**config.mk**
```make
export PLATFORM = sky130hd
export DESIGN_NAME = ext_mem_interface
export DESIGN_NICKNAME = d
export VERILOG_FILES = /design/src/include/ext_mem_pkg.sv /design/src/hw/ext_mem_interface.sv
export SDC_FILE = /design/constraint.sdc
export NUM_CORES = 1
export LEC_CHECK = 0
export BUFFER_PORTS_ARGS = -buffer_cell sky130_fd_sc_hd__buf_2
export CORE_MARGIN = 2
export CORE_UTILIZATION = 50
export DETAILED_ROUTE_END_ITERATION = 10
export GPL_ROUTABILITY_DRIVEN = 0
export PLACE_DENSITY = 0.76
export REMOVE_ABC_BUFFERS = 1
export SLEW_MARGIN = 20
export SYNTH_ARGS = -nofsm -noshare
export SYNTH_HDL_FRONTEND = slang
export SYNTH_SLANG_ARGS = --single-unit
export TNS_END_PERCENT = 1
```
**constraint.sdc**
```tcl
create_clock -name clk_sys -period 2.3 [get_ports clk_sys]
set_input_delay 0.46 -clock clk_sys [delete_from_list [all_inputs] [get_ports clk_sys]]
set_output_delay 0.46 -clock clk_sys [all_outputs]
set_load 0.01 [all_outputs]
```
**src/include/ext_mem_pkg.sv**
```systemverilog
// constants, register map and types shared by the external data memory interface
package ext_mem_pkg;

  // ********************************************************************
  // register map
  // ********************************************************************
  localparam logic [7:0] PAGE_REG_ADDR   = 8'haa;
  localparam logic [7:0] CONFIG_REG_ADDR = 8'hab;
  localparam logic [7:0] TIMING_REG_ADDR = 8'haf;

  localparam logic [7:0] PAGE_RESET   = 8'h00;
  localparam logic [3:0] CONFIG_RESET = 4'h3;
  // setup and hold come out of reset at their slowest settings
  localparam logic [7:0] TIMING_RESET = 8'hff;

  // ********************************************************************
  // field layout
  // ********************************************************************
  localparam int unsigned PAGE_W       = 5;
  localparam int unsigned PAGE_MSB     = 4;
  localparam int unsigned CONFIG_W     = 4;
  localparam int unsigned MODE_LSB     = 2;
  localparam int unsigned LATCH_LSB    = 0;
  localparam int unsigned SETUP_LSB    = 6;
  localparam int unsigned STROBE_LSB   = 2;
  localparam int unsigned HOLD_LSB     = 0;

  // ********************************************************************
  // timing
  // ********************************************************************
  // fixed overhead of an off-chip access: one launch cycle plus the tail
  localparam logic [5:0] FIXED_OVERHEAD = 6'h04;
  localparam logic [3:0] TAIL_LAST      = 4'h2;
  localparam logic [3:0] PHASE_ZERO     = 4'h0;
  localparam logic [3:0] PHASE_ONE      = 4'h1;

  typedef enum logic [1:0] {
    MODE_INTERNAL     = 2'b00,
    MODE_SPLIT_NOBANK = 2'b01,
    MODE_SPLIT_BANK   = 2'b10,
    MODE_EXTERNAL     = 2'b11
  } op_mode_t;

  typedef enum logic [3:0] {
    S_IDLE       = 4'b0000,
    S_RAM        = 4'b0001,
    S_RAM_WAIT   = 4'b0010,
    S_LAUNCH     = 4'b0011,
    S_SETUP      = 4'b0100,
    S_LATCH_HIGH = 4'b0101,
    S_LATCH_LOW  = 4'b0110,
    S_STROBE     = 4'b0111,
    S_HOLD       = 4'b1000,
    S_TAIL       = 4'b1001
  } phase_t;

endpackage : ext_mem_pkg

```
**src/hw/ext_mem_interface.sv**
```systemverilog
// external data memory interface: mode decode, address drive and access timing
//
// Contract
// - mode 00 sends every access on-chip
// - internal mode wraps address into on-chip RAM
// - byte access uses page high, pointer low
// - split modes decode by on-chip RAM boundary
// - no-bank byte access leaves A[11:8] undriven
// - split wide access drives A[11:0]
// - bank mode byte access drives page on A[11:8]
// - split byte access off-chip when page MSB set
// - mode 11 sends every access off-chip
// - external byte access ignores page, A[11:8] floats
// - external wide access drives all sixteen lines
// - setup, hold, strobe, latch widths programmable
// - access lasts programmed timing plus four cycles
// - multiplexed access adds latch phases, minimum seven
// - reset sets setup and hold to maximum
// - page register gives high byte, field 4:0
// - page register upper three bits read zero
// - latch high and low each field plus one
// - setup and hold equal field value
// - strobe lasts field value plus one
// - pins owned only while off-chip access runs
//
// Design decision made here: strobed register access.
`timescale 1ns/1ps
`default_nettype none

module ext_mem_interface #(
  parameter int unsigned RAM_SIZE = 4096,
  parameter int unsigned RAM_AW   = $clog2(RAM_SIZE)
) (
  input  wire logic                   clk_sys,
  input  wire logic                   arst_n,
  input  wire logic [7:0]             regAddr,
  input  wire logic [7:0]             regWrData,
  input  wire logic                   regWr,
  input  wire logic                   regRd,
  output var  logic [7:0]             regRdData,
  input  wire logic                   muxedBus,
  input  wire logic                   reqValid,
  output var  logic                   reqReady,
  input  wire logic                   reqWrite,
  input  wire logic                   reqWide,
  input  wire logic [15:0]            reqPointer,
  input  wire logic [7:0]             reqWrData,
  output var  logic                   reqDone,
  output var  logic [7:0]             reqRdData,
  output var  logic                   ramEn,
  output var  logic                   ramWe,
  output var  logic [RAM_AW-1:0]      ramAddr,
  output var  logic [7:0]             ramWrData,
  input  wire logic [7:0]             ramRdData,
  output var  logic                   pinOwn,
  output var  logic [3:0]             addrUpOut,
  output var  logic                   addrUpOe,
  output var  logic [3:0]             addrMidOut,
  output var  logic                   addrMidOe,
  output var  logic [7:0]             addrLoOut,
  output var  logic                   addrLoOe,
  output var  logic [7:0]             adOut,
  output var  logic                   adOe,
  input  wire logic [7:0]             adIn,
  output var  logic                   addrLatchOut,
  output var  logic                   rdOutN,
  output var  logic                   wrOutN
);
  import ext_mem_pkg::*;

  // boundary compared against a 16-bit pointer; wrap assumes a power of two
  localparam logic [16:0] RAM_LIMIT = 17'(RAM_SIZE);

  // ********************************************************************
  // registers
  // ********************************************************************
  logic [PAGE_W-1:0]   pageSelect;
  logic [CONFIG_W-1:0] cfgBits;
  logic [7:0]          timing;

  always_ff @(posedge clk_sys or negedge arst_n) begin
    if (!arst_n) begin
      pageSelect <= PAGE_RESET[PAGE_W-1:0];
      cfgBits    <= CONFIG_RESET;
      timing     <= TIMING_RESET;
    end else if (regWr) begin
      unique case (regAddr)
        PAGE_REG_ADDR:   pageSelect <= regWrData[PAGE_W-1:0];
        CONFIG_REG_ADDR: cfgBits    <= regWrData[CONFIG_W-1:0];
        TIMING_REG_ADDR: timing     <= regWrData;
        default: ;
      endcase
    end
  end

  // read data stands for exactly one cycle; unmapped addresses read zero
  always_ff @(posedge clk_sys or negedge arst_n) begin
    if (!arst_n) begin
      regRdData <= 8'h00;
    end else if (regRd) begin
      unique case (regAddr)
        PAGE_REG_ADDR:   regRdData <= {3'h0, pageSelect};
        CONFIG_REG_ADDR: regRdData <= {4'h0, cfgBits};
        TIMING_REG_ADDR: regRdData <= timing;
        default:         regRdData <= 8'h00;
      endcase
    end else begin
      regRdData <= 8'h00;
    end
  end

  // ********************************************************************
  // request decode
  // ********************************************************************
  op_mode_t    cfgMode;
  logic [15:0] effAddr;
  logic        goesOff;
  logic        accept;

  assign cfgMode = op_mode_t'(cfgBits[MODE_LSB +: 2]);
  assign effAddr = reqWide ? reqPointer : {3'h0, pageSelect, reqPointer[7:0]};
  assign accept  = reqValid && reqReady;

  always_comb begin
    unique case (cfgMode)
      MODE_INTERNAL: goesOff = 1'b0;
      MODE_EXTERNAL: goesOff = 1'b1;
      default:       goesOff = reqWide ? ({1'b0, reqPointer} >= RAM_LIMIT)
                                       : pageSelect[PAGE_MSB];
    endcase
  end

  // ********************************************************************
  // access snapshot
  // ********************************************************************
  // timing and mode are frozen at acceptance so a register write cannot
  // reshape an access already on the pins
  op_mode_t   accMode;
  logic       accWide;
  logic       accWrite;
  logic       accMuxed;
  logic       accOff;
  logic [1:0] setupCyc;
  logic [3:0] strobeCyc;
  logic [1:0] holdCyc;
  logic [1:0] latchCyc;
  logic [5:0] accExpect;

  always_ff @(posedge clk_sys or negedge arst_n) begin
    if (!arst_n) begin
      accMode   <= MODE_INTERNAL;
      accWide   <= 1'b0;
      accWrite  <= 1'b0;
      accMuxed  <= 1'b0;
      accOff    <= 1'b0;
      setupCyc  <= 2'h0;
      strobeCyc <= 4'h0;
      holdCyc   <= 2'h0;
      latchCyc  <= 2'h0;
      accExpect <= 6'h00;
      ramWrData <= 8'h00;
      ramAddr   <= '0;
      addrUpOut <= 4'h0;
      addrMidOut <= 4'h0;
      addrLoOut <= 8'h00;
    end else if (accept) begin
      accMode   <= cfgMode;
      accWide   <= reqWide;
      accWrite  <= reqWrite;
      accMuxed  <= muxedBus;
      accOff    <= goesOff;
      setupCyc  <= timing[SETUP_LSB +: 2];
      strobeCyc <= timing[STROBE_LSB +: 4];
      holdCyc   <= timing[HOLD_LSB +: 2];
      latchCyc  <= cfgBits[LATCH_LSB +: 2];
      accExpect <= FIXED_OVERHEAD + 6'(timing[SETUP_LSB +: 2]) + 6'(timing[STROBE_LSB +: 4]) + 6'h01
                 + 6'(timing[HOLD_LSB +: 2])
                 + (muxedBus ? 6'({cfgBits[LATCH_LSB +: 2], 1'b0}) + 6'h02 : 6'h00);
      ramWrData <= reqWrData;
      ramAddr   <= effAddr[RAM_AW-1:0];
      addrUpOut <= effAddr[15:12];
      addrMidOut <= effAddr[11:8];
      addrLoOut <= effAddr[7:0];
    end
  end

  // ********************************************************************
  // phase sequencer
  // ********************************************************************
  phase_t     state;
  logic [3:0] phaseCnt;
  phase_t     nextPhase;

  // zero-length setup and hold phases are skipped outright
  function automatic phase_t stepFrom(phase_t s, logic mx, logic [1:0] su, logic [1:0] hd);
    phase_t n;
    n = S_IDLE;
    unique case (s)
      S_LAUNCH:     n = (su != 2'h0) ? S_SETUP : (mx ? S_LATCH_HIGH : S_STROBE);
      S_SETUP:      n = mx ? S_LATCH_HIGH : S_STROBE;
      S_LATCH_HIGH: n = S_LATCH_LOW;
      S_LATCH_LOW:  n = S_STROBE;
      S_STROBE:     n = (hd != 2'h0) ? S_HOLD : S_TAIL;
      S_HOLD:       n = S_TAIL;
      default:      n = S_IDLE;
    endcase
    return n;
  endfunction : stepFrom

  // cycles spent in a phase, less one
  function automatic logic [3:0] phaseLast(phase_t s, logic [1:0] su, logic [3:0] sw,
                                            logic [1:0] hd, logic [1:0] la);
    logic [3:0] n;
    n = PHASE_ZERO;
    unique case (s)
      S_SETUP:      n = {2'h0, su} - PHASE_ONE;
      S_LATCH_HIGH: n = {2'h0, la};
      S_LATCH_LOW:  n = {2'h0, la};
      S_STROBE:     n = sw;
      S_HOLD:       n = {2'h0, hd} - PHASE_ONE;
      S_TAIL:       n = TAIL_LAST;
      default:      n = PHASE_ZERO;
    endcase
    return n;
  endfunction : phaseLast

  assign nextPhase = stepFrom(state, accMuxed, setupCyc, holdCyc);

  always_ff @(posedge clk_sys or negedge arst_n) begin
    if (!arst_n) begin
      state    <= S_IDLE;
      phaseCnt <= PHASE_ZERO;
    end else begin
      unique case (state)
        S_IDLE: begin
          if (accept) begin
            state    <= goesOff ? S_LAUNCH : S_RAM;
            phaseCnt <= PHASE_ZERO;
          end
        end
        S_RAM:      state <= S_RAM_WAIT;
        S_RAM_WAIT: state <= S_IDLE;
        default: begin
          if (phaseCnt != PHASE_ZERO) begin
            phaseCnt <= phaseCnt - PHASE_ONE;
          end else begin
            state    <= nextPhase;
            phaseCnt <= phaseLast(nextPhase, setupCyc, strobeCyc, holdCyc, latchCyc);
          end
        end
      endcase
    end
  end

  always_ff @(posedge clk_sys or negedge arst_n) begin
    if (!arst_n) begin
      reqDone <= 1'b0;
    end else begin
      reqDone <= (state == S_RAM_WAIT) || (state == S_TAIL && phaseCnt == PHASE_ZERO);
    end
  end

  // ********************************************************************
  // read data capture
  // ********************************************************************
  // the data pins pass two flops, so a tap two cycles behind the last
  // strobe cycle catches what the pins showed at the strobe's end
  logic [7:0] adInMeta;
  logic [7:0] adInSync;
  logic [1:0] capPipe;

  always_ff @(posedge clk_sys or negedge arst_n) begin
    if (!arst_n) begin
      adInMeta <= 8'h00;
      adInSync <= 8'h00;
    end else begin
      adInMeta <= adIn;
      adInSync <= adInMeta;
    end
  end

  always_ff @(posedge clk_sys or negedge arst_n) begin
    if (!arst_n) begin
      capPipe <= 2'h0;
    end else begin
      capPipe <= {capPipe[0], state == S_STROBE && phaseCnt == PHASE_ZERO && !accWrite};
    end
  end

  always_ff @(posedge clk_sys or negedge arst_n) begin
    if (!arst_n) begin
      reqRdData <= 8'h00;
    end else if (state == S_RAM_WAIT && !accWrite) begin
      reqRdData <= ramRdData;
    end else if (capPipe[1]) begin
      reqRdData <= adInSync;
    end
  end

  // multiplexed pins carry the low address first, write data after the latch falls
  always_ff @(posedge clk_sys or negedge arst_n) begin
    if (!arst_n) begin
      adOut <= 8'h00;
    end else if (accept) begin
      adOut <= muxedBus ? effAddr[7:0] : reqWrData;
    end else if (state == S_LATCH_HIGH && phaseCnt == PHASE_ZERO) begin
      adOut <= ramWrData;
    end
  end

  // ********************************************************************
  // pin control
  // ********************************************************************
  logic addrPhase;
  logic bodyPhase;

  assign reqReady  = (state == S_IDLE);
  assign ramEn     = (state == S_RAM);
  assign ramWe     = ramEn && accWrite;
  assign pinOwn    = (state >= S_LAUNCH);
  assign addrPhase = (state == S_LAUNCH) || (state == S_SETUP) || (state == S_LATCH_HIGH);
  assign bodyPhase = pinOwn && (state != S_TAIL);

  assign addrUpOe     = pinOwn && accWide && (accMode == MODE_EXTERNAL);
  assign addrMidOe    = pinOwn && (accWide || accMode == MODE_SPLIT_BANK);
  assign addrLoOe     = pinOwn && !accMuxed;
  assign adOe         = accMuxed ? ((state == S_LAUNCH) || (state == S_SETUP) || (state == S_LATCH_HIGH)
                                    || (bodyPhase && accWrite))
                                 : (bodyPhase && accWrite);
  assign addrLatchOut = (state == S_LATCH_HIGH);
  assign rdOutN       = !(state == S_STROBE && !accWrite);
  assign wrOutN       = !(state == S_STROBE && accWrite);

  // ********************************************************************
  // assertions
  // ********************************************************************
  logic [5:0] ownCycles;
  logic [3:0] strobeRun;
  logic [2:0] latchRun;

  always_ff @(posedge clk_sys or negedge arst_n) begin
    if (!arst_n) begin
      ownCycles <= 6'h00;
      strobeRun <= 4'h0;
      latchRun  <= 3'h0;
    end else begin
      ownCycles <= pinOwn ? ownCycles + 6'h01 : 6'h00;
      strobeRun <= (state == S_STROBE) ? strobeRun + 4'h1 : 4'h0;
      latchRun  <= (state == S_LATCH_HIGH) ? latchRun + 3'h1 : 3'h0;
    end
  end
endmodule : ext_mem_interface

`default_nettype wire

```
==> run summary <==
Final Skew: 0.006119 ns
Top cell type's share of synthesized area: 47.85%
Initial core utilization: 51.66%
CP max stage delay: 0.58 ns
FILL cells: 858
Critical path cell sequence: nor2b_1 -> and2_2 -> buf_2
Worst EP arrival: 1.70 ns
Area Overhead vs Synth: 18.77%
Initial antenna violation count: 0
Grt total ovfl: 0
Ant diodes: 0
H-tree depth: 3
Final Worst Setup Slack: 0.1433 ns
Via count: 3,665
Worst-path clk slew: 0.10 ns
Final ANT Viol Nets: 0
Area contributors post-synth: dfrtp_1, mux2_4, mux2_2, dfstp_2, mux2i_1
Worst VDD drop: 0.5771 mV
Post-cts hold buffer count: 0
CP Launch Type: flip-flop
Mapped cell area: 5072 um2
GRT Total Usage: 20.55%
Most common cell after layout, fill and taps aside: buf_2
Routed len/inst: 15.76 um
Worst Tran Pin Value: 0.5864 ns
Setup TNS: 0 ns
Clock sinks: 107
Outcome: completed
Final instance area: 6025 um2
Multi-input gate area: 2140 um2
Clock latency at the later pin of the worst-skew pair: 0.38 ns
Max-slew headroom: 60.91%
Critical-path top delay cell: dfrtp_2
Commonest non-fill, non-tap cells in the layout: buf_2, dfrtp_1, nand2_1, nor2_1, mux2_4
# IOs: 136
Num CTS Buffers: 9
Fmax achieved: 463.7 MHz
Unrepaired setup endpoints after global routing: false
Hold Path Class: in2async
Port buffer count: 135
Tmin final: 2.157 ns
Final HPWL DP: 7757 um
Pwr Density: 1220 nW/um2
Place WS: 0.2350 ns
Fin nets: 615
Layout cells sized above 1: 43.45%
Number of enable flip-flop cells after synthesis: 0
R2R Setup Slk: 0.32 ns
CTS root buf: clkbuf_8
First-pass GRT wire length: 18,170 um
Synth Instances: 423
Max FO, Critical Path: 22
Fin. max-slew vios: 0
DIE AREA: 10,970 um2
Critical path required time: 1.84 ns
Post-synthesis sequential area ratio: 53.03%
Post-DP Area: 5771 um2
Pre-antenna DRT Iters: 4
Total power: 0.007350 W
LEAKAGE: 2.995 nW
Die H: 104.7 um
Largest net degree at the start of global routing: 64
CTS tree: yes
Residual DRC count: 0
Vias in the first global route: 3,753
CORE AREA: 9819 um2
Final wirelength: 10,770 um
Final setup viols: 0
1st-iter DRT viols: 157
CP endpoint kind: output pin
Count of maximum capacitance violations: 0
Synth area leader: dfrtp_1
#FFs+latches synth: 107
Synth warn: 0
Final Hold Viols: 0
Vias per std cell: 5.366
Prevailing post-synth register cell: dfrtp_1
Unique cell type count in the Yosys netlist: 55
CP delay by family, top: flip-flops
Mean Syn Cell Area: 11.99 um2
Period Utilization, post-route: 93.77%
Seq. cell area: 2695 um2
Worst setup path class: reg2out
CP bufs+invs: 1
CTS Buffer Depth: 2
Horiz. Die Dim: 104.7 um
Fraction of registers with async set/reset: 100.0%
Number of core rows: 36
## synth_stat cells (all sizes together) (2+ instances only)
| library cell | count |
|---|---|
| dfstp | 10 |
| nand4 | 2 |
| inv | 12 |
| dfrtp | 97 |
| mux2 | 52 |
| nor2 | 28 |
| a221oi | 2 |
| o221ai | 2 |
| nor3 | 5 |
| and3 | 2 |
| a21o | 3 |
| a31oi | 2 |
| a21oi | 20 |
| a32oi | 3 |
| nor4bb | 2 |
| buf | 25 |
| a211oi | 9 |
| a22oi | 6 |
| nor4 | 2 |
| nand3 | 3 |
| nor2b | 11 |
| and2 | 5 |
| o21ai | 28 |
| nand2b | 5 |
| clkbuf | 8 |
| and4bb | 3 |
| o211ai | 2 |
| nand2 | 32 |
| ha | 6 |
| mux2i | 23 |
## area by class of cell
| cell class | instances | share of cell area, % |
|---|---|---|
| Clock inverter | 7 | 1.391 |
| Multi-Input combinational cell | 271 | 35.51 |
| Clock buffer | 9 | 2.056 |
| Tap cell | 133 | 2.762 |
| Timing Repair Buffer | 144 | 12.79 |
| Sequential cell | 107 | 44.74 |
| Inverter | 12 | 0.7477 |
## report_power, final
| part | internal (W) | switching, W |
|---|---|---|
| Combinational | 0.00152 | 0.00168 |
| Clock | 0.000525 | 0.000700 |
| Sequential | 0.00243 | 0.000492 |
| Total | 0.00448 | 0.00287 |
## per-stage QoR
step	hold slack, ns	std cells	util (%)
after floorplan	0.1644	390	-
after global placement	0.3314	663	58.77
after detailed placement	0.3347	663	58.77
after CTS	0.08215	679	60.98
after global routing	0.1023	683	61.35
final	0.08060	683	61.35
## logic make-up after synthesis
kind of cell	share of synthesized area [%]
flops	53.03
simple gates	11.47
compound gates	10.85
mux	18.15
buf+inv	5.007
fa+ha+maj	1.480
## sequential cells by signal, indices dropped and copies added (netlist names), 5 cells and up
name	count
adOut	8
ramWrData	8
ramAddr	12
timing	8
regRdData	8
adInMeta	8
reqRdData	8
adInSync	8
pageSelect	5
## metal layers
layer  part of all wire, %  vias up  GRT usage [%]  wire, um
met5                     0        -              0         0
met4                   1.5        0          7.714       165
met3                   6.0       16          5.552       651
met2                    49      120          32.65      5255
met1                    44     1789          26.99      4693
li1                      -     1740              -         -
## timing repair
item	CTS	global route
pin swaps	0	0
resized for setup	4	3
buffers inserted	0	4
endpoints found under the setup margin	8	5
endpoints found under the hold margin	0	0
## worst paths after layout
| kind | depth (start not counted) | from | end |
|---|---|---|---|
| max | 3 | state[1] | addrLatchOut |
| min | 1 | arst_n | regRdData[6] |
| max reg2reg | 7 | setupCyc[0] | phaseCnt[2] |
| min reg2reg | 0 | adInMeta[3] | adInSync[3] |
| max in group asynchronous | 2 | arst_n | cfgBits[3] |
| min in group clk_sys | 1 | adIn[2] | adInMeta[2] |
Note: power is estimated with default switching activity, not from simulation.
